$ cat src/logic/mmel_regs.vh
// Constants for the monitor mode entry and single-wire host link block.
`ifndef MMEL_REGS_VH
`define MMEL_REGS_VH

`define MMEL_REG_CTRL 4'h0
`define MMEL_REG_MODE 4'h1
`define MMEL_REG_TXDATA 4'h4
`define MMEL_REG_RXDATA 4'h8
`define MMEL_REG_STATUS 4'hC
`define MMEL_CTRL_BRK_BIT 0

`define MMEL_BIT_EXT 9'h100
`define MMEL_BIT_INT 9'h14F
`define MMEL_FRAME_BITS 4'hA
`define MMEL_SEC_BYTES 4'h8

`define MMEL_ERASED 8'hFF
`define MMEL_PAGE_USER 8'hFF
`define MMEL_PAGE_MON 8'hFE
`define MMEL_VEC_RST_HI 16'hFFFE
`define MMEL_VEC_RST_LO 16'hFFFF
`define MMEL_VEC_SWI_HI 16'hFFFC

`endif

$ cat src/logic/mmel_rx.v
// Serial receiver for the single-wire host link, with break detection.
`include "mmel_regs.vh"

module mmel_rx (
    input wire clk_sys_i,
    input wire resetn_i,
    input wire line_i,
    input wire [8:0] period_i,
    output reg [7:0] data_o,
    output reg data_vld_o,
    output reg brk_o
);
    localparam S_IDLE = 2'b00;
    localparam S_BITS = 2'b01;
    localparam S_HOLD = 2'b10;

    reg [1:0] state_q;
    reg [8:0] cnt_q;
    reg [3:0] bit_q;
    reg [7:0] sh_q;

    always @(posedge clk_sys_i) begin
        data_vld_o <= 1'b0;
        brk_o <= 1'b0;
        if (!resetn_i) begin
            state_q <= S_IDLE;
            cnt_q <= 9'h000;
            bit_q <= 4'h0;
            sh_q <= 8'h00;
            data_o <= 8'h00;
        end else begin
            case (state_q)
                S_IDLE: begin
                    // Sampling starts half a bit in, so each bit is read mid-cell.
                    if (!line_i) begin
                        state_q <= S_BITS;
                        cnt_q <= {1'b0, period_i[8:1]};
                        bit_q <= 4'h0;
                    end
                end
                S_BITS: begin
                    if (cnt_q != 9'h000) begin
                        cnt_q <= cnt_q - 9'h001;
                    end else begin
                        cnt_q <= period_i - 9'h001;
                        bit_q <= bit_q + 4'h1;
                        if (bit_q == 4'h0) begin
                            if (line_i) begin
                                state_q <= S_IDLE;
                            end
                        end else if (bit_q < (`MMEL_FRAME_BITS - 4'h1)) begin
                            sh_q <= {line_i, sh_q[7:1]};
                        end else if (line_i) begin
                            data_o <= sh_q;
                            data_vld_o <= 1'b1;
                            state_q <= S_IDLE;
                        end else begin
                            // A low stop cell with all-zero data is a break.
                            brk_o <= (sh_q == 8'h00);
                            state_q <= S_HOLD;
                        end
                    end
                end
                S_HOLD: begin
                    if (line_i) begin
                        state_q <= S_IDLE;
                    end
                end
                default: begin
                    state_q <= S_IDLE;
                end
            endcase
        end
    end
endmodule

$ cat src/logic/mmel_tx.v
// Open-drain serial transmitter for bytes and break characters.
`include "mmel_regs.vh"

module mmel_tx (
    input wire clk_sys_i,
    input wire resetn_i,
    input wire start_i,
    input wire brk_i,
    input wire [7:0] data_i,
    input wire [8:0] period_i,
    output reg busy_o,
    output reg drive_low_o
);
    reg [9:0] sh_q;
    reg [3:0] n_q;
    reg [8:0] cnt_q;

    always @(posedge clk_sys_i) begin
        if (!resetn_i) begin
            sh_q <= 10'h000;
            n_q <= 4'h0;
            cnt_q <= 9'h000;
            busy_o <= 1'b0;
            drive_low_o <= 1'b0;
        end else if (!busy_o) begin
            drive_low_o <= 1'b0;
            if (start_i) begin
                sh_q <= brk_i ? 10'h000 : {1'b1, data_i, 1'b0};
                n_q <= `MMEL_FRAME_BITS;
                cnt_q <= period_i - 9'h001;
                busy_o <= 1'b1;
                drive_low_o <= 1'b1;
            end
        end else if (cnt_q != 9'h000) begin
            cnt_q <= cnt_q - 9'h001;
        end else if (n_q == 4'h1) begin
            busy_o <= 1'b0;
            drive_low_o <= 1'b0;
        end else begin
            sh_q <= {1'b0, sh_q[9:1]};
            n_q <= n_q - 4'h1;
            cnt_q <= period_i - 9'h001;
            // Ones are sent by letting go of the line, never by driving it.
            drive_low_o <= ~sh_q[1];
        end
    end
endmodule

$ cat src/logic/mmel_top.v
// Monitor mode entry, pin assignment, vector remap and host link control.
//
// Design decisions made here: the register addresses and the address-and-strobe port.
`include "mmel_regs.vh"

module mmel_top (
    input wire clk_sys_i,
    input wire resetn_i,
    input wire int_rst_n_i,
    input wire test_high_voltage_i,
    input wire irq_level_i,
    input wire mode_select_pin_a_i,
    input wire mode_select_pin_b_i,
    input wire serial_comm_pin_i,
    output reg serial_comm_pin_o,
    output wire serial_comm_pin_oe_o,
    input wire cfg_reset_pin_en_i,
    input wire cfg_clock_pin_en_i,
    input wire interrupt_pin_enable_i,
    input wire cpu_rd_i,
    input wire [15:0] cpu_addr_i,
    input wire [7:0] cpu_data_i,
    output reg [15:0] fetch_addr_o,
    output reg extra_reset_o,
    output reg monitor_mode_o,
    output reg forced_mode_o,
    output reg internal_clock_sel_o,
    output reg watchdog_timer_disable_o,
    output reg shared_reset_pin_func_o,
    output reg oscillator_input_func_o,
    output reg serial_port_func_o,
    output reg branch_pin_enable_o,
    output reg port_bit2_o,
    input wire [3:0] reg_addr_i,
    input wire [7:0] reg_wdata_i,
    input wire reg_we_i,
    input wire reg_re_i,
    output reg [7:0] reg_rdata_o
);
    localparam M_USER = 2'b00;
    localparam M_SEC = 2'b01;
    localparam M_CMD = 2'b10;

    localparam NPIN = 5;
    // Reset leaves every pin at its idle level: high voltage off, interrupt and serial pins
    // pulled up. The mode taken when power-on reset ends therefore sees no high voltage.
    // It is the internal reset that follows which latches a real monitor entry.
    localparam [NPIN-1:0] PIN_IDLE = 5'h12;
    localparam [15:0] VEC_SWI = `MMEL_VEC_SWI_HI;

    // Vector cells of the user page that move to the monitor page.
    function is_vec;
        input [15:0] a;
        begin
            is_vec = (a[15:8] == `MMEL_PAGE_USER) && (a[7:2] == VEC_SWI[7:2]);
        end
    endfunction

    // Every pin input passes two flip-flops before any logic reads it.
    wire [NPIN-1:0] pin_raw;
    reg [NPIN-1:0] pin_m_q;
    reg [NPIN-1:0] pin_s_q;
    assign pin_raw = {serial_comm_pin_i, mode_select_pin_b_i, mode_select_pin_a_i,
                      irq_level_i, test_high_voltage_i};

    genvar g;
    generate
        for (g = 0; g < NPIN; g = g + 1) begin : g_sync
            always @(posedge clk_sys_i) begin
                if (!resetn_i) begin
                    pin_m_q[g] <= PIN_IDLE[g];
                    pin_s_q[g] <= PIN_IDLE[g];
                end else begin
                    pin_m_q[g] <= pin_raw[g];
                    pin_s_q[g] <= pin_m_q[g];
                end
            end
        end
    endgenerate

    wire hv_s;
    wire irq_s;
    wire msel_a_s;
    wire msel_b_s;
    wire ser_s;
    assign hv_s = pin_s_q[0];
    assign irq_s = pin_s_q[1];
    assign msel_a_s = pin_s_q[2];
    assign msel_b_s = pin_s_q[3];
    assign ser_s = pin_s_q[4];

    // Mode state.
    reg int_rst_n_q;
    reg blank_hi_q;
    reg blank_q;
    reg mon_q;
    reg forced_q;
    reg intclk_q;
    reg hv_prev_q;
    reg hv_lost_q;
    reg [1:0] msel_q;
    reg [2:0] snap_q;
    reg sec_done_q;
    wire rst_rise;
    wire normal;
    assign rst_rise = int_rst_n_i & ~int_rst_n_q;
    assign normal = mon_q & ~forced_q;

    always @(posedge clk_sys_i) begin
        extra_reset_o <= 1'b0;
        if (!resetn_i) begin
            // A power-on reset is the only way out of a blank-vector entry.
            int_rst_n_q <= 1'b0;
            blank_hi_q <= 1'b0;
            blank_q <= 1'b0;
            mon_q <= 1'b0;
            forced_q <= 1'b0;
            intclk_q <= 1'b0;
            hv_prev_q <= 1'b0;
            hv_lost_q <= 1'b0;
            msel_q <= 2'b00;
            snap_q <= 3'b000;
        end else begin
            int_rst_n_q <= int_rst_n_i;
            hv_prev_q <= hv_s;
            if (rst_rise) begin
                // The blank flag survives other resets, so entry repeats.
                mon_q <= hv_s | blank_q;
                forced_q <= blank_q & ~hv_s;
                intclk_q <= blank_q & ~hv_s & ~irq_s;
                msel_q <= (blank_q & ~hv_s) ? 2'b00 : {msel_b_s, msel_a_s};
                hv_lost_q <= 1'b0;
            end else if (normal && hv_prev_q && !hv_s && !hv_lost_q) begin
                hv_lost_q <= 1'b1;
                snap_q <= {interrupt_pin_enable_i, cfg_clock_pin_en_i,
                           cfg_reset_pin_en_i};
            end
            // Watch the user reset vector fetches for an erased pair.
            if (!mon_q && cpu_rd_i && int_rst_n_i) begin
                if (cpu_addr_i == `MMEL_VEC_RST_HI) begin
                    blank_hi_q <= (cpu_data_i == `MMEL_ERASED);
                end else if (cpu_addr_i == `MMEL_VEC_RST_LO) begin
                    blank_hi_q <= 1'b0;
                    if (blank_hi_q && cpu_data_i == `MMEL_ERASED && !blank_q) begin
                        blank_q <= 1'b1;
                        extra_reset_o <= 1'b1;
                    end
                end
            end
        end
    end

    // Pin functions, watchdog and branch sampling, all registered.
    always @(posedge clk_sys_i) begin
        if (!resetn_i) begin
            monitor_mode_o <= 1'b0;
            forced_mode_o <= 1'b0;
            internal_clock_sel_o <= 1'b0;
            watchdog_timer_disable_o <= 1'b0;
            shared_reset_pin_func_o <= 1'b0;
            oscillator_input_func_o <= 1'b0;
            serial_port_func_o <= 1'b0;
            branch_pin_enable_o <= 1'b0;
            port_bit2_o <= 1'b0;
            fetch_addr_o <= 16'h0000;
            serial_comm_pin_o <= 1'b0;
        end else begin
            monitor_mode_o <= mon_q;
            forced_mode_o <= forced_q;
            internal_clock_sel_o <= intclk_q;
            serial_comm_pin_o <= 1'b0;
            watchdog_timer_disable_o <= forced_q | (normal & hv_s);
            serial_port_func_o <= mon_q;
            if (normal && !hv_lost_q) begin
                shared_reset_pin_func_o <= 1'b1;
                oscillator_input_func_o <= 1'b1;
            end else if (normal) begin
                shared_reset_pin_func_o <= snap_q[0];
                oscillator_input_func_o <= snap_q[1];
            end else if (forced_q) begin
                shared_reset_pin_func_o <= 1'b0;
                oscillator_input_func_o <= ~intclk_q;
            end else begin
                shared_reset_pin_func_o <= cfg_reset_pin_en_i;
                oscillator_input_func_o <= cfg_clock_pin_en_i;
            end
            // After the high voltage goes, the enable bit decides sampling.
            if (normal && hv_lost_q) begin
                branch_pin_enable_o <= interrupt_pin_enable_i;
            end else if (mon_q) begin
                branch_pin_enable_o <= 1'b1;
            end else begin
                branch_pin_enable_o <= interrupt_pin_enable_i;
            end
            port_bit2_o <= mon_q ? 1'b0 : irq_s;
            if (mon_q && is_vec(cpu_addr_i)) begin
                fetch_addr_o <= {`MMEL_PAGE_MON, cpu_addr_i[7:0]};
            end else begin
                fetch_addr_o <= cpu_addr_i;
            end
        end
    end

    // Host link.
    wire [8:0] period;
    assign period = intclk_q ? `MMEL_BIT_INT : `MMEL_BIT_EXT;

    wire tx_busy;
    wire [7:0] rx_data;
    wire rx_vld;
    wire rx_brk;
    wire rx_line;
    // The receiver is blind while we drive, so our own echo is not taken.
    assign rx_line = ser_s | tx_busy;

    reg [1:0] state_q;
    reg [3:0] sec_cnt_q;
    reg pend_q;
    reg pend_brk_q;
    reg [7:0] pend_data_q;
    reg [9:0] dly_q;
    reg sec_brk_q;
    reg sw_brk_q;
    reg [7:0] sw_data_q;
    reg sw_tx_q;
    reg [7:0] rxbuf_q;
    reg rxbuf_vld_q;

    reg tx_start;
    reg tx_brk;
    reg [7:0] tx_data;

    always @* begin
        tx_start = 1'b0;
        tx_brk = 1'b0;
        tx_data = 8'h00;
        if (!tx_busy) begin
            if (pend_q && dly_q == 10'h000) begin
                tx_start = 1'b1;
                tx_brk = pend_brk_q;
                tx_data = pend_data_q;
            end else if (!pend_q && sec_brk_q) begin
                tx_start = 1'b1;
                tx_brk = 1'b1;
            end else if (!pend_q && sw_brk_q) begin
                tx_start = 1'b1;
                tx_brk = 1'b1;
            end else if (!pend_q && sw_tx_q) begin
                tx_start = 1'b1;
                tx_data = sw_data_q;
            end
        end
    end

    wire wr_tx;
    wire wr_ctrl;
    wire rd_rx;
    assign wr_tx = reg_we_i && reg_addr_i == `MMEL_REG_TXDATA;
    assign wr_ctrl = reg_we_i && reg_addr_i == `MMEL_REG_CTRL;
    assign rd_rx = reg_re_i && reg_addr_i == `MMEL_REG_RXDATA;

    always @(posedge clk_sys_i) begin
        if (!resetn_i || !int_rst_n_i) begin
            state_q <= M_USER;
            sec_cnt_q <= 4'h0;
            pend_q <= 1'b0;
            pend_brk_q <= 1'b0;
            pend_data_q <= 8'h00;
            dly_q <= 10'h000;
            sec_brk_q <= 1'b0;
            sw_brk_q <= 1'b0;
            sw_tx_q <= 1'b0;
            sw_data_q <= 8'h00;
        end else begin
            if (pend_q && dly_q != 10'h000) begin
                dly_q <= dly_q - 10'h001;
            end
            if (tx_start) begin
                if (pend_q && dly_q == 10'h000) begin
                    pend_q <= 1'b0;
                end else if (sec_brk_q) begin
                    sec_brk_q <= 1'b0;
                end else if (sw_brk_q) begin
                    sw_brk_q <= 1'b0;
                end else begin
                    sw_tx_q <= 1'b0;
                end
            end
            // Software requests are refused while sending or while an echo or software send is queued.
            if (state_q == M_CMD && !tx_busy && !pend_q && !sw_tx_q && !sw_brk_q) begin
                if (wr_tx) begin
                    sw_tx_q <= 1'b1;
                    sw_data_q <= reg_wdata_i;
                end else if (wr_ctrl && reg_wdata_i[`MMEL_CTRL_BRK_BIT]) begin
                    sw_brk_q <= 1'b1;
                end
            end
            if ((rx_vld || rx_brk) && state_q != M_USER) begin
                pend_q <= 1'b1;
                pend_brk_q <= rx_brk;
                pend_data_q <= rx_data;
                dly_q <= {period, 1'b0};
            end
            case (state_q)
                M_USER: begin
                    if (mon_q) begin
                        state_q <= sec_done_q ? M_CMD : M_SEC;
                        sec_cnt_q <= 4'h0;
                    end
                end
                M_SEC: begin
                    if (rx_vld) begin
                        sec_cnt_q <= sec_cnt_q + 4'h1;
                    end
                    if (sec_cnt_q == `MMEL_SEC_BYTES) begin
                        sec_brk_q <= 1'b1;
                        state_q <= M_CMD;
                    end
                end
                M_CMD: begin
                    if (!mon_q) begin
                        state_q <= M_USER;
                    end
                end
                default: begin
                    state_q <= M_USER;
                end
            endcase
        end
    end

    // Security entry is remembered until power-on.
    always @(posedge clk_sys_i) begin
        if (!resetn_i) begin
            sec_done_q <= 1'b0;
        end else if (state_q == M_SEC && sec_cnt_q == `MMEL_SEC_BYTES) begin
            sec_done_q <= 1'b1;
        end
    end

    // Received byte for software; a new byte wins over a read clear.
    always @(posedge clk_sys_i) begin
        if (!resetn_i) begin
            rxbuf_q <= 8'h00;
            rxbuf_vld_q <= 1'b0;
        end else if (rx_vld) begin
            rxbuf_q <= rx_data;
            rxbuf_vld_q <= 1'b1;
        end else if (rd_rx) begin
            rxbuf_vld_q <= 1'b0;
        end
    end

    // Register read port, data valid only in the cycle after the strobe.
    always @(posedge clk_sys_i) begin
        if (!resetn_i) begin
            reg_rdata_o <= 8'h00;
        end else if (reg_re_i) begin
            case (reg_addr_i)
                `MMEL_REG_STATUS: begin
                    reg_rdata_o <= {blank_q, sec_done_q, rxbuf_vld_q, tx_busy,
                                    hv_lost_q, intclk_q, forced_q, mon_q};
                end
                `MMEL_REG_MODE: begin
                    reg_rdata_o <= {1'b0, state_q, snap_q, msel_q};
                end
                `MMEL_REG_RXDATA: begin
                    reg_rdata_o <= rxbuf_q;
                end
                `MMEL_REG_TXDATA: begin
                    reg_rdata_o <= sw_data_q;
                end
                default: begin
                    reg_rdata_o <= 8'h00;
                end
            endcase
        end else begin
            reg_rdata_o <= 8'h00;
        end
    end

    mmel_rx u_rx (
        .clk_sys_i(clk_sys_i),
        .resetn_i(resetn_i),
        .line_i(rx_line),
        .period_i(period),
        .data_o(rx_data),
        .data_vld_o(rx_vld),
        .brk_o(rx_brk)
    );

    mmel_tx u_tx (
        .clk_sys_i(clk_sys_i),
        .resetn_i(resetn_i),
        .start_i(tx_start),
        .brk_i(tx_brk),
        .data_i(tx_data),
        .period_i(period),
        .busy_o(tx_busy),
        .drive_low_o(serial_comm_pin_oe_o)
    );
endmodule

$ cat config.mk
export PLATFORM = sky130hd
export DESIGN_NAME = mmel_top
export DESIGN_NICKNAME = d
export VERILOG_FILES = /design/src/logic/mmel_rx.v /design/src/logic/mmel_tx.v /design/src/logic/mmel_top.v
export VERILOG_INCLUDE_DIRS = /design/src /design/src/logic
export SDC_FILE = /design/constraint.sdc
export NUM_CORES = 1
export LEC_CHECK = 0
export ABC_AREA = 1
export BUFFER_PORTS_ARGS = -buffer_cell sky130_fd_sc_hd__buf_4
export CAP_MARGIN = 20
export CORE_MARGIN = 2
export CORE_UTILIZATION = 63
export CTS_CLUSTER_DIAMETER = 100
export DETAILED_ROUTE_END_ITERATION = 8
export GPL_ROUTABILITY_DRIVEN = 0
export PLACE_DENSITY = 0.95
export SYNTH_ARGS = -nofsm -noshare
export SYNTH_HDL_FRONTEND = slang
export SYNTH_HIERARCHICAL = 1
export SYNTH_SLANG_ARGS = --single-unit
$ cat constraint.sdc
create_clock -name clk_sys_i -period 2.94 [get_ports clk_sys_i]
set_input_delay 0 -clock clk_sys_i [delete_from_list [all_inputs] [get_ports clk_sys_i]]
set_output_delay 0 -clock clk_sys_i [all_outputs]
set_load 0.02 [all_outputs]
Word level (Yosys, flattened, before mapping)
Index checks and enable logic that the tools add are counted.
{"block": "word_totals", "ff_bits": 161, "latch_bits": 0, "mem_bits_rw": 0, "rom_bits": 0, "inputBits": 50, "elab_cells": 285, "mem_count": 0}
{"block": "classes", "addsub": 7, "multipliers": 0, "div": 0, "n_lt_le_gt_ge": 1, "eq_ne": 25, "n_shift": 0, "n_mux": 93, "n_bitwise": 23, "n_reduce_logical": 78}
{"cell": "$mux W10", "count": 7}
{"cell": "$mux W9", "count": 6}
{"cell": "$mux W1", "count": 49}
{"cell": "$eq A16 B16 Y1 const B", "count": 2}
{"cell": "$mux W4", "count": 8}
{"cell": "$mux W8", "count": 4}
{"cell": "$pmux W8 S4", "count": 1}
{"cell": "$sub A9 B1 Y9 const B", "count": 3}
{"cell": "$logic_and A1 B1 Y1", "count": 26}
{"cell": "$mux W2", "count": 11}
{"cell": "$pmux W9 S2", "count": 1}
{"cell": "$reduce_bool A2 Y1", "count": 9}
{"cell": "$reduce_bool A9 Y1", "count": 2}
{"cell": "$eq A8 B8 Y1 const B", "count": 2}
{"cell": "$mux W16", "count": 1}
{"cell": "$pmux W4 S2", "count": 2}
{"cell": "$not A1 Y1", "count": 15}
{"cell": "$reduce_and A3 Y1", "count": 5}
{"cell": "$ne A2 B2 Y1 const B", "count": 7}
{"cell": "$reduce_and A2 Y1", "count": 7}
{"cell": "$eq A4 B4 Y1 const B", "count": 3}
{"cell": "$pmux W2 S3", "count": 2}
{"cell": "$logic_not A1 Y1", "count": 10}
{"cell": "$logic_not A10 Y1", "count": 1}
{"cell": "26 further kinds", "count": 43}

Depth between registers and ports, before layout
Gate-level depths: netlist of the first run.
{"block": "depth", "word_depth": 11, "ltp_mapped": 14, "depth_no_buf": 14}

Hierarchy
Netlist of the first run, hierarchy kept.
{"mod": "mmel_top", "n_inst": 1, "cells_each": 568, "area_per_inst_um2": 4260.3}
{"mod": "mmel_rx", "n_inst": 1, "cells_each": 252, "area_per_inst_um2": 1754.2}
{"mod": "mmel_tx", "n_inst": 1, "cells_each": 243, "area_per_inst_um2": 1656.6}

Worst setup path after synthesis of the first run
Ideal clock, no wire load.
{"block": "synth_path", "path_type": "register -> register", "startpoint": "reg dly_q[0]", "endpoint": "reg u_tx.cnt_q[6]", "arrival_ns": 1.727, "t_required_ns": 2.827, "slack_ns": 1.099, "path_stages_with_launch": 15, "period_less_slack_ns": 1.841, "path_cell_list": "dfxtp_1 > inv_1 > ha_1 > nand3_1 > nor2_2 > nor2_1 > nor2_1 > nand2_4 > inv_2 > nor2_4 > nand2_4 > nand2_1 > inv_2 > nand3_1 > nand2_1"}
{"block": "synth_between", "elab_chain_len": 6}
{"item": "start: declaration", "line_no": "mmel_top.v:221", "text": "reg [9:0] dly_q;"}
{"item": "start signal: assignment", "line_no": "mmel_top.v:276", "text": "dly_q <= dly_q - 10'h001;"}
{"item": "start signal: assignment", "line_no": "mmel_top.v:302", "text": "dly_q <= {period, 1'b0};"}
{"item": "$logic_not A10 Y1", "line_no": "mmel_top.v:238", "text": "if (pend_q && dly_q == 10'h000) begin"}
{"item": "$logic_and A1 B1 Y1", "line_no": "mmel_top.v:238"}
{"item": "$mux W1", "line_no": "mmel_top.v:238"}
{"item": "$mux W1", "line_no": "mmel_top.v:237", "text": "if (!tx_busy) begin"}
{"item": "net tx_start", "line_no": "mmel_top.v:229", "text": "reg tx_start;"}
{"item": "$reduce_bool A2 Y1 (no source line)"}
{"item": "$reduce_and A2 Y1 (no source line)"}
{"item": "end signal: assignment", "line_no": "mmel_tx.v:30", "text": "cnt_q <= period_i - 9'h001;"}
{"item": "end signal: assignment", "line_no": "mmel_tx.v:35", "text": "cnt_q <= cnt_q - 9'h001;"}
{"item": "end signal: assignment", "line_no": "mmel_tx.v:42", "text": "cnt_q <= period_i - 9'h001;"}
{"item": "end: declaration", "line_no": "mmel_tx.v:16", "text": "reg [8:0] cnt_q;"}
The timed path passes the listed nets, and every way through them passes these cells.
A chain may end at the register's enable or synchronous reset.

Final worst setup path of the first run
{"block": "layout_path", "startpoint": "reg dly_q[0]", "endpoint": "reg u_tx.sh_q[7]"}
{"block": "layout_between", "elab_chain_len": 7, "word_cells_on_any_way": 12}
{"item": "$logic_not A10 Y1", "line_no": "mmel_top.v:238"}
{"item": "$logic_and A1 B1 Y1", "line_no": "mmel_top.v:238"}
{"item": "$mux W1", "line_no": "mmel_top.v:238"}
{"item": "$mux W1", "line_no": "mmel_top.v:237"}
{"item": "net tx_brk", "line_no": "mmel_top.v:230", "text": "reg tx_brk;"}
{"item": "$mux W10", "line_no": "mmel_tx.v:28", "text": "sh_q <= brk_i ? 10'h000 : {1'b1, data_i, 1'b0};"}
{"item": "$mux W10", "line_no": "mmel_tx.v:27", "text": "if (start_i) begin"}
{"item": "$mux W10", "line_no": "mmel_tx.v:25", "text": "end else if (!busy_o) begin"}
{"item": "end signal: assignment", "line_no": "mmel_tx.v:28"}
{"item": "end signal: assignment", "line_no": "mmel_tx.v:40", "text": "sh_q <= {1'b0, sh_q[9:1]};"}
{"item": "end: declaration", "line_no": "mmel_tx.v:14", "text": "reg [9:0] sh_q;"}
The timed path passes the listed nets, and every way through them passes these cells. The select of a mux whose other input is x is not followed.

==> results by group, run 1 <==
Status
  – Status: completed

STA
  – Fin crit share: between 80 and 90%
  – Worst-Margin Slew: 0.793 ns
  – Max_slew headroom: a little under half
  – Final hold vios: 0
  – Setup TNS: 0 ns
  – Final Max Slew Viols: 0
  – RSZ-0062 raised after global routing: no
  – WHS: 0.109 ns
  – Clk_skew: 0.0124 ns
  – Period minus WS final: 2.38 ns
  – Count of final setup violators: 0
  – FMAX: around 420 MHz

Cells and area
  – Layout fillers: between 600 and 700
  – Final net count: 1255
  – Finished Layout Cells: 1355
  – P&R area growth vs syn: 22.2%
  – Utilization after layout: 78.4%
  – N_diodes: 0
  – Layout cells sized above 1: 16.6%

Min path
  – WHS Path Cells: 5
  – Worst hold path startpoint: int_rst_n_i
  – Worst min-delay path class: input pin to register
  – Hold EP: extra_reset_o

Global routing
  – Vias in the first global route: approximately 7700
  – Initial antenna violation count: 0
  – GRT overflow: 0
  – Tot GR Track Use: 34.4%
  – Largest net degree at the start of global routing: 60
  – First-pass GRT wire length: 35700 µm

Clock network
  – CTS Buf Count: 17
  – Cts repair resizes: 0
  – CTS max path bufs: 2
  – Worst skew pair latency: 0.44 ns
  – Sink Count: 160
  – H-Tree Depth: 4
  – Root buffer cell: clkbuf_16
  – TritonCTS clock tree: built
  – CTS clk-pin slew, worst paths: 0.07 ns

Floorplan
  – Core footprint: 12000 µm²
  – Die area: 13100 µm²
  – DIE HEIGHT: roughly 110 µm
  – Die X-Extent: 114 µm
  – Io pins: 86
  – Initial Utilization: 64.1%
  – Rows: 40

Synth
  – Mapped Area: 7670 µm²
  – Post-Synthesis Mean Instance Area: 7.22 µm²
  – Synth cell types: between 50 and 60
  – Mux contribution to synthesized area: 0%
  – Post-Synth Adder-Cell Area: under 10%
  – Sequential share of the synthesized area: 41.8%
  – Largest family of logic cells by synthesized area: simple AND/OR/NAND/NOR gates
  – Post-synthesis compound-gate area fraction: between 10% and 20%
  – Post-Syn Instances: approximately 1100
  – Post-synthesis simple-gate area fraction: around 27%
  – Seq cells post-synth: 160
  – Top cell type by total area after synthesis: dfxtp_1
  – Post-synthesis xor/xnor area fraction: 1.14%
  – Top cells by area, synth: dfxtp_1 42%, nand2_1 9.0%, inv_1 7.9%
  – Post-synth top area share: 41.8%
  – Syn. warnings: 6

Route
  – DRT antenna net count: 0
  – DR pass1 iterations: 7
  – Routed vias/inst: 5.90
  – WL/cell: 16.6 µm
  – Via count: 7996
  – Number of DRC markers in iteration 0: 895
  – DRC viols: 0
  – Routed Wire Length: ~22000 µm

Run
  – Max-cap violations: 0

Pwr
  – P per Cell Area: 555 nW/µm²
  – Pleak: around 4.2 nW
  – VDD IR-drop max: 0.386 mV
  – Power, Total: between 5 and 6 mW

Place
  – # port buffers: 84
  – DP Cell Count: 1282
  – DP HPWL: about 13000 µm

Setup path
  – Reg2Reg Capture Point: u_tx/sh_q[7]
  – Crit path DAT: approximately 2.7 ns
  – Crit. End Element: register
  – Reg2reg setup slack: 0.56 ns
  – Setup CP Type: register to register
  – R2R Path Start: dly_q[0]
  – Req. time, crit path: 3.22 ns
  – Crit path max fanout: 15
  – Worst Reg-to-Reg Cells: 11
  – CP Launch Type: register
## synthesized netlist by cell type (all sizes together)
cell,n
o311ai,1
a31oi,2
o31ai,10
nand2,198
clkinv,1
nand3,75
a211oi,2
nand4,18
o21ai,93
ha,10
dfxtp,160
xor2,8
clkbuf,12
and2,1
inv,181
nor3,14
o21bai,2
nor4,1
o211ai,2
nor2,116
conb,2
buf,22
a221oi,1
a32o,1
a2111oi,1
and3,2
or2,10
nand3b,3
o21a,1
a21oi,93
o22ai,18
xnor2,2
## per-layer routing
metal,vias up,track usage [%],share of wire (%)
met5,-,0,0
met2,540,57.3,48
met1,3662,38.7,37
met3,127,8.05,8.4
li1,3667,-,-
met4,0,24.5,6.5
## cell usage in the layout, fill, tap and decap left out, types with 12 or more instances in the layout
cell,synthesis,routed
nand3_1,69,69
nand2_1,184,184
inv_2,18,18
dfxtp_1,160,160
nor2_2,12,12
nand4_1,18,18
dlygate4sd3_1,0,41
clkbuf_16,0,17
o21ai_0,77,77
a21oi_1,87,87
nor3_1,13,13
nor2_1,94,94
inv_1,162,162
o22ai_1,18,18
o21ai_1,13,13
buf_4,4,90
conb_1,2,18
## logic make-up after synthesis
family / Yosys count
AND/OR/NAND/NOR: 438
AO/OA/AOI/OAI: 227
buffers and inverters: 216
flip-flops: 160
XOR/XNOR: 10
adder cells (fa/ha/maj): 10
other: 2
## worst max-delay path, cell delays in order (launching register included)
cell and delay [ns]:
dfxtp_1 0.32, inv_1 0.07, ha_1 0.18, nand3_1 0.11, nor2_2 0.17, nand2_2 0.18, inv_1 0.14, nand2_1 0.07
a21oi_1 0.58, o31ai_1 0.20, nand3_1 0.13, a21oi_1 0.07
## final cells by class
cell class,count,area [µm²],area share [%]
Multi-Input combinational cell,703,3620,38.6
Sequential cell,160,3200,34.2
Timing Repair Buffer,131,1090,11.6
Inverter,182,686,7.31
Clock buffer,18,439,4.68
Tap cell,147,184,1.96
Clock inverter,14,154,1.64
## worst max-delay path by stage
stage                         from             to  slack (ns)  cells after the start
after floorplan           dly_q[0]  u_tx/cnt_q[6]        1.10                     14
after global placement    dly_q[0]   u_tx/sh_q[5]        0.84                     11
after detailed placement  dly_q[0]   u_tx/sh_q[5]        0.72                     11
after CTS                 dly_q[0]   u_tx/sh_q[5]        0.70                     11
after global routing      dly_q[0]   u_tx/sh_q[7]        0.43                     11
final                     dly_q[0]   u_tx/sh_q[7]        0.56                     11
## stage by stage
stage,area (µm²),setup slack (ns)
2_1_floorplan,7730,1.10
3_3_place_gp,8370,0.840
3_5_place_dp,8370,0.725
4_1_cts,9370,0.702
5_1_grt,9370,0.433
6_report,9370,0.563
## sequential cells by signal, indices dropped and copies added, names as in the netlist, 4 cells and up
name and count:
dly_q 10, reg_rdata_o 8, fetch_addr_o 16, u_tx/cnt_q 9, sw_data_q 8, sec_cnt_q 4
u_rx/data_o 8, pend_data_q 8, u_rx/sh_q 8, u_rx/bit_q 4, pin_m_q 5, u_tx/n_q 4
u_tx/sh_q 9, u_rx/cnt_q 9, rxbuf_q 8
## report_power, final
part / total (mW) / internal [mW] / switching (mW)
Sequential: 2.24 / 2.21 / 0.0302
Combinational: 0.681 / 0.256 / 0.425
Clock: 2.28 / 1.29 / 0.989
## repair_timing
item | in CTS | in global routing
hold endpoints to repair | 59 | 0
hold buffers | 41 | 0
setup endpoints to repair | 0 | 0
buffers inserted | 0 | 0
No activity file was read; power rests on OpenSTA's default activity.
==> run 2, diff against run 1 <==
--- a/config.mk
+++ b/config.mk
@@ -10,11 +10,11 @@
 export BUFFER_PORTS_ARGS = -buffer_cell sky130_fd_sc_hd__buf_4
 export CAP_MARGIN = 20
 export CORE_MARGIN = 2
-export CORE_UTILIZATION = 63
+export CORE_UTILIZATION = 59
 export CTS_CLUSTER_DIAMETER = 100
 export DETAILED_ROUTE_END_ITERATION = 8
 export GPL_ROUTABILITY_DRIVEN = 0
-export PLACE_DENSITY = 0.95
+export PLACE_DENSITY = 0.91
 export SYNTH_ARGS = -nofsm -noshare
 export SYNTH_HDL_FRONTEND = slang
 export SYNTH_HIERARCHICAL = 1
==> constraint.sdc (replaced) <==
create_clock -name clk_sys_i -period 2.22 [get_ports clk_sys_i]
set_input_delay 0 -clock clk_sys_i [delete_from_list [all_inputs] [get_ports clk_sys_i]]
set_output_delay 0 -clock clk_sys_i [all_outputs]
set_load 0.02 [all_outputs]
==> results by group, run 2 (same netlist as run 1, synthesis figures left out) <==
Route
  – Number of DRC markers in iteration 0: 964
  – Routed vias/inst: 5.60
  – WL/cell: 15.9 µm
  – DRT antenna net count: 0
  – Via count: 7768
  – DRC viols: 0
  – DR pass1 iterations: 6
  – Routed Wire Length: 22000 µm

Floorplan
  – Initial Utilization: between 60% and 70%
  – DIE HEIGHT: 118 µm
  – Die area: around 14000 µm²
  – Die X-Extent: 118 µm
  – Core footprint: approximately 13000 µm²
  – Io pins: 86
  – Rows: 41

Global routing
  – GRT overflow: 0
  – Largest net degree at the start of global routing: 37
  – Vias in the first global route: 7499
  – Tot GR Track Use: 31.4%
  – Initial antenna violation count: 0
  – First-pass GRT wire length: 35600 µm

Place
  – Dpl ws: 0.0313 ns
  – # port buffers: between 80 and 90
  – DP HPWL: 13000 µm
  – Placement Cell Area: 8450 µm²
  – DP Cell Count: 1314

Min path
  – Worst min-delay path class: input pin to register
  – WHS Path Cells: 5

Setup path
  – CP Launch Type: register
  – Req. time, crit path: about 2.5 ns
  – Worst Reg-to-Reg Cells: 11
  – Setup CP Type: register to register
  – Crit path DAT: between 2 and 2.5 ns
  – Crit. End Element: register
  – Crit path max fanout: 15

Clock network
  – CTS Buf Count: 17
  – Sink Count: 160
  – TritonCTS clock tree: built
  – H-Tree Depth: 4
  – Worst skew pair latency: 0.43 ns
  – Root buffer cell: clkbuf_16
  – CTS clk-pin slew, worst paths: 0.07 ns
  – CTS max path bufs: 2
  – Setup bufs post-CTS: 0

STA
  – RSZ-0062 raised after global routing: no
  – Final Max Slew Viols: 0
  – Fin crit share: 91.8%
  – Worst-Margin Slew: between 0.7 and 0.8 ns
  – Setup WS post-layout: 0.181 ns
  – Period minus WS final: about 2.0 ns
  – Max_slew headroom: 53.2%
  – Clk_skew: roughly 0.0092 ns
  – WHS: 0.0981 ns
  – Setup TNS: 0 ns
  – Final hold vios: 0
  – FMAX: 491 MHz
  – Count of final setup violators: 0

Cells and area
  – Most common cell after layout, fill and taps aside: nand2_1
  – Final net count: 1262
  – Largest register FFs: 16
  – Largest regs: fetch_addr_o: 16 flops, dly_q: 10 flops
  – N_diodes: 0
  – Layout cells sized above 1: 17.1%
  – Cell area after layout: around 9500 µm²
  – P&R area growth vs syn: 23.7%
  – Most frequent cells in the layout: 184 x nand2_1, 162 x inv_1, 160 x dfxtp_1
  – Top reg by flops: fetch_addr_o
  – Finished Layout Cells: approximately 1400
  – Utilization after layout: 74.9%

Pwr
  – Pleak: 4.22 nW
  – Power, Total: 6.99 mW
  – VDD IR-drop max: 0.590 mV
  – P per Cell Area: 736 nW/µm²

Run
  – Max-cap violations: 0

Status
  – Status: completed
## run 2: final cells by class
type / instances / area (µm²)
inverter: 182 / 686
clock inverter: 14 / 180
tap: 172 / 215
multi-input combinational: 703 / 3630
sequential: 160 / 3200
timing repair buffer: 138 / 1140
fill: 849 / 3180
clock buffer: 18 / 439
## run 2: worst max-delay path, stage by stage, from the launching register on
cell     delay [ns]
dfxtp_1        0.32
inv_1          0.07
ha_1           0.18
nand3_1        0.12
nor2_2         0.16
nand2_2        0.16
inv_1          0.12
nand2_1        0.07
a21oi_2        0.38
o31ai_1        0.14
nand3_1        0.11
a21oi_1        0.07
## run 2: metal layers
layer	GRT usage, %	vias up	routed length [µm]	share of wire [%]
met1	36.3	3608	8620	39
met2	55.8	405	11100	51
met5	0	-	0	0
li1	-	3682	-	-
met3	6.15	73	1520	6.9
met4	14.2	0	744	3.4
## run 2: final timing paths
kind                    to   startpoint  slack (ns)
max reg2reg   u_tx/sh_q[1]     dly_q[0]        0.18
min          extra_reset_o  int_rst_n_i         0.1
max           u_tx/sh_q[1]     dly_q[0]        0.18
min reg2reg          ser_s   pin_m_q[4]        0.42
## run 2: repair_timing
action	4_1_cts	5_1_grt
pin swaps	0	2
hold buffers	41	0
resized for setup	1	0
endpoints found under the setup margin	6	2
hold endpoints to repair	58	0
## run 2: power by group
group          switching [mW]  internal [mW]
clock network            1.29           1.82
logic                   0.569          0.344
registers              0.0337           2.93
==> run 3, diff against run 2 <==
--- a/config.mk
+++ b/config.mk
@@ -14,7 +14,7 @@
 export CTS_CLUSTER_DIAMETER = 100
 export DETAILED_ROUTE_END_ITERATION = 8
 export GPL_ROUTABILITY_DRIVEN = 0
-export PLACE_DENSITY = 0.91
+export PLACE_DENSITY = 0.79
 export SYNTH_ARGS = -nofsm -noshare
 export SYNTH_HDL_FRONTEND = slang
 export SYNTH_HIERARCHICAL = 1
==> results by group, run 3 (same netlist as run 1, synthesis figures left out) <==
Status
  – Status: completed

Global routing
  – GRT overflow: 0
  – Vias in the first global route: 6977
  – Tot GR Track Use: ~28%
  – First-pass GRT wire length: roughly 32000 µm
  – Initial antenna violation count: 0
  – Largest net degree at the start of global routing: 78

Floorplan
  – Initial Utilization: between 60 and 70%
  – Core footprint: 12700 µm²
  – Io pins: 86
  – Rows: ~40
  – Die X-Extent: 118 µm
  – DIE HEIGHT: approximately 120 µm
  – Die area: 13900 µm²

Min path
  – Worst hold path startpoint: int_rst_n_i
  – Worst min-delay path class: input pin to register
  – WHS Path Cells: 4
  – Hold EP: sw_brk_q

STA
  – Worst-Margin Slew: 0.569 ns
  – Clk_skew: 0.00749 ns
  – Count of final setup violators: 0
  – Max_slew headroom: around 62%
  – FMAX: 496 MHz
  – Period minus WS final: 2.02 ns
  – Final hold vios: 0
  – Fin crit share: 90.9%
  – Final Max Slew Viols: 0
  – Setup WS post-layout: ~0.20 ns

Cells and area
  – Layout cells sized above 1: between 10% and 20%
  – Final net count: 1261
  – N_diodes: 0
  – FF/Latch Area: 3200 µm²
  – Layout fillers: 951
  – P&R area growth vs syn: 23.5%
  – Area of the multi-input gates: 3650 µm²
  – Largest regs: fetch_addr_o: 16 flops, dly_q: 10 flops
  – Most common cell after layout, fill and taps aside: nand2_1
  – Cell area after layout: roughly 9500 µm²
  – Most frequent cells in the layout: 184 x nand2_1, 162 x inv_1, 160 x dfxtp_1
  – Largest register FFs: 16
  – Top reg by flops: fetch_addr_o

Route
  – WL met3: 996 µm
  – Met1 Wirelength: about 8400 µm
  – DRT antenna net count: 0
  – Routed vias/inst: 5.25
  – Top Layer Used: met4
  – Number of DRC markers in iteration 0: 586
  – DR pass1 iterations: 5
  – DRC viols: 0
  – Metal2 WL: 9220 µm
  – WL/cell: 13.8 µm
  – Routed Wire Length: 19200 µm
  – Via count: 7274

Pwr
  – P per Cell Area: slightly above 700 nW/µm²
  – Pleak: about 4.2 nW
  – VDD IR-drop max: 0.601 mV

Clock network
  – Sink Count: 160
  – Setup bufs post-CTS: 0
  – CTS clk-pin slew, worst paths: 0.06 ns
  – Root buffer cell: clkbuf_16
  – CTS Buf Count: 17
  – CTS max path bufs: 2
  – TritonCTS clock tree: built
  – H-Tree Depth: 4
  – Worst skew pair latency: about 0.42 ns

Setup path
  – Reg2reg setup slack: 0.20 ns
  – Reg2Reg Capture Point: u_tx/sh_q[1]
  – Worst Reg-to-Reg Cells: 13
  – Req. time, crit path: 2.56 ns
  – Crit path max fanout: 14
  – R2R Path Start: dly_q[1]
  – Setup CP Type: register to register
  – Crit. End Element: register
  – CP Launch Type: register
  – Crit path DAT: 2.36 ns

Place
  – Dpl ws: 0.148 ns
  – # port buffers: 84
  – Placement Cell Area: ~8500 µm²
  – DP HPWL: 12300 µm

Run
  – Max-cap violations: 0
-- run 3: cell count changes in the layout (fill, tap and decap cells not counted), moves of 2 or more --
cell / change
buf_4: -2
clkbuf_8: +2
clkinv_2: +3
clkinv_4: -2
inv_6: -3
o31ai_1: -3
o31ai_2: +3
-- run 3: worst max path at each step --
stage | startpoint | to | slack [ns]
5_1_grt | dly_q[1] | u_tx/sh_q[1] | -0.05
3_3_place_gp | dly_q[0] | u_tx/sh_q[5] | 0.19
3_5_place_dp | dly_q[0] | u_tx/sh_q[6] | 0.15
6_report | dly_q[1] | u_tx/sh_q[1] | 0.20
4_1_cts | dly_q[1] | u_tx/sh_q[6] | 0.09
2_1_floorplan | dly_q[0] | u_tx/cnt_q[6] | 0.38
-- run 3: cell type report --
cell class	instances	share of cell area, %
Clock buffer	21	4.97
Clock inverter	10	1.16
Inverter	182	7.24
Multi-Input combinational cell	703	38.5
Sequential cell	160	33.8
Tap cell	172	2.27
Timing Repair Buffer	137	12.1
-- run 3: metal layers --
layer	up-vias	GRT usage (%)
met2	229	47.1
met5	-	0
met3	43	5.57
li1	3678	-
met4	0	12.0
met1	3324	35.0
-- run 3: metrics by stage --
step | TNS (ns) | utilization, % | hold WS [ns] | std cells | total power, mW
CTS | 0 | 74.6 | 0.0384 | 1385 | 6.72
detailed placement | 0 | 66.8 | 0.184 | 1313 | 3.83
global placement | 0 | 66.8 | 0.184 | 1313 | 3.82
global route | -0.0545 | 74.8 | 0.0880 | 1385 | 6.97
finish | 0 | 74.8 | 0.0511 | 1385 | 6.72
floorplan | 0 | - | 0.0935 | 1079 | 3.59
-- run 3: worst max-delay path, cell delays in order, from the launching register on --
cell and delay (ns):
dfxtp_1 0.33, inv_1 0.08, ha_2 0.19, nand3_1 0.11
nor2_2 0.14, nand2_2 0.06, buf_4 0.18, o21ai_0 0.07
o21ai_1 0.09, nor2_1 0.12, inv_1 0.07, o31ai_1 0.24
nand3_1 0.11, a21oi_1 0.16
-- run 3: power breakdown --
| part | switching, mW | internal (mW) |
|---|---|---|
| clock | 1.14 | 1.73 |
| combinational | 0.536 | 0.345 |
| sequential | 0.0309 | 2.93 |
| total | 1.71 | 5.01 |
-- run 3: what timing repair did --
action | CTS | global route
gates resized for setup | 0 | 7
hold endpoints to repair | 45 | 0
hold buffers | 41 | 0
endpoints found under the setup margin | 0 | 9
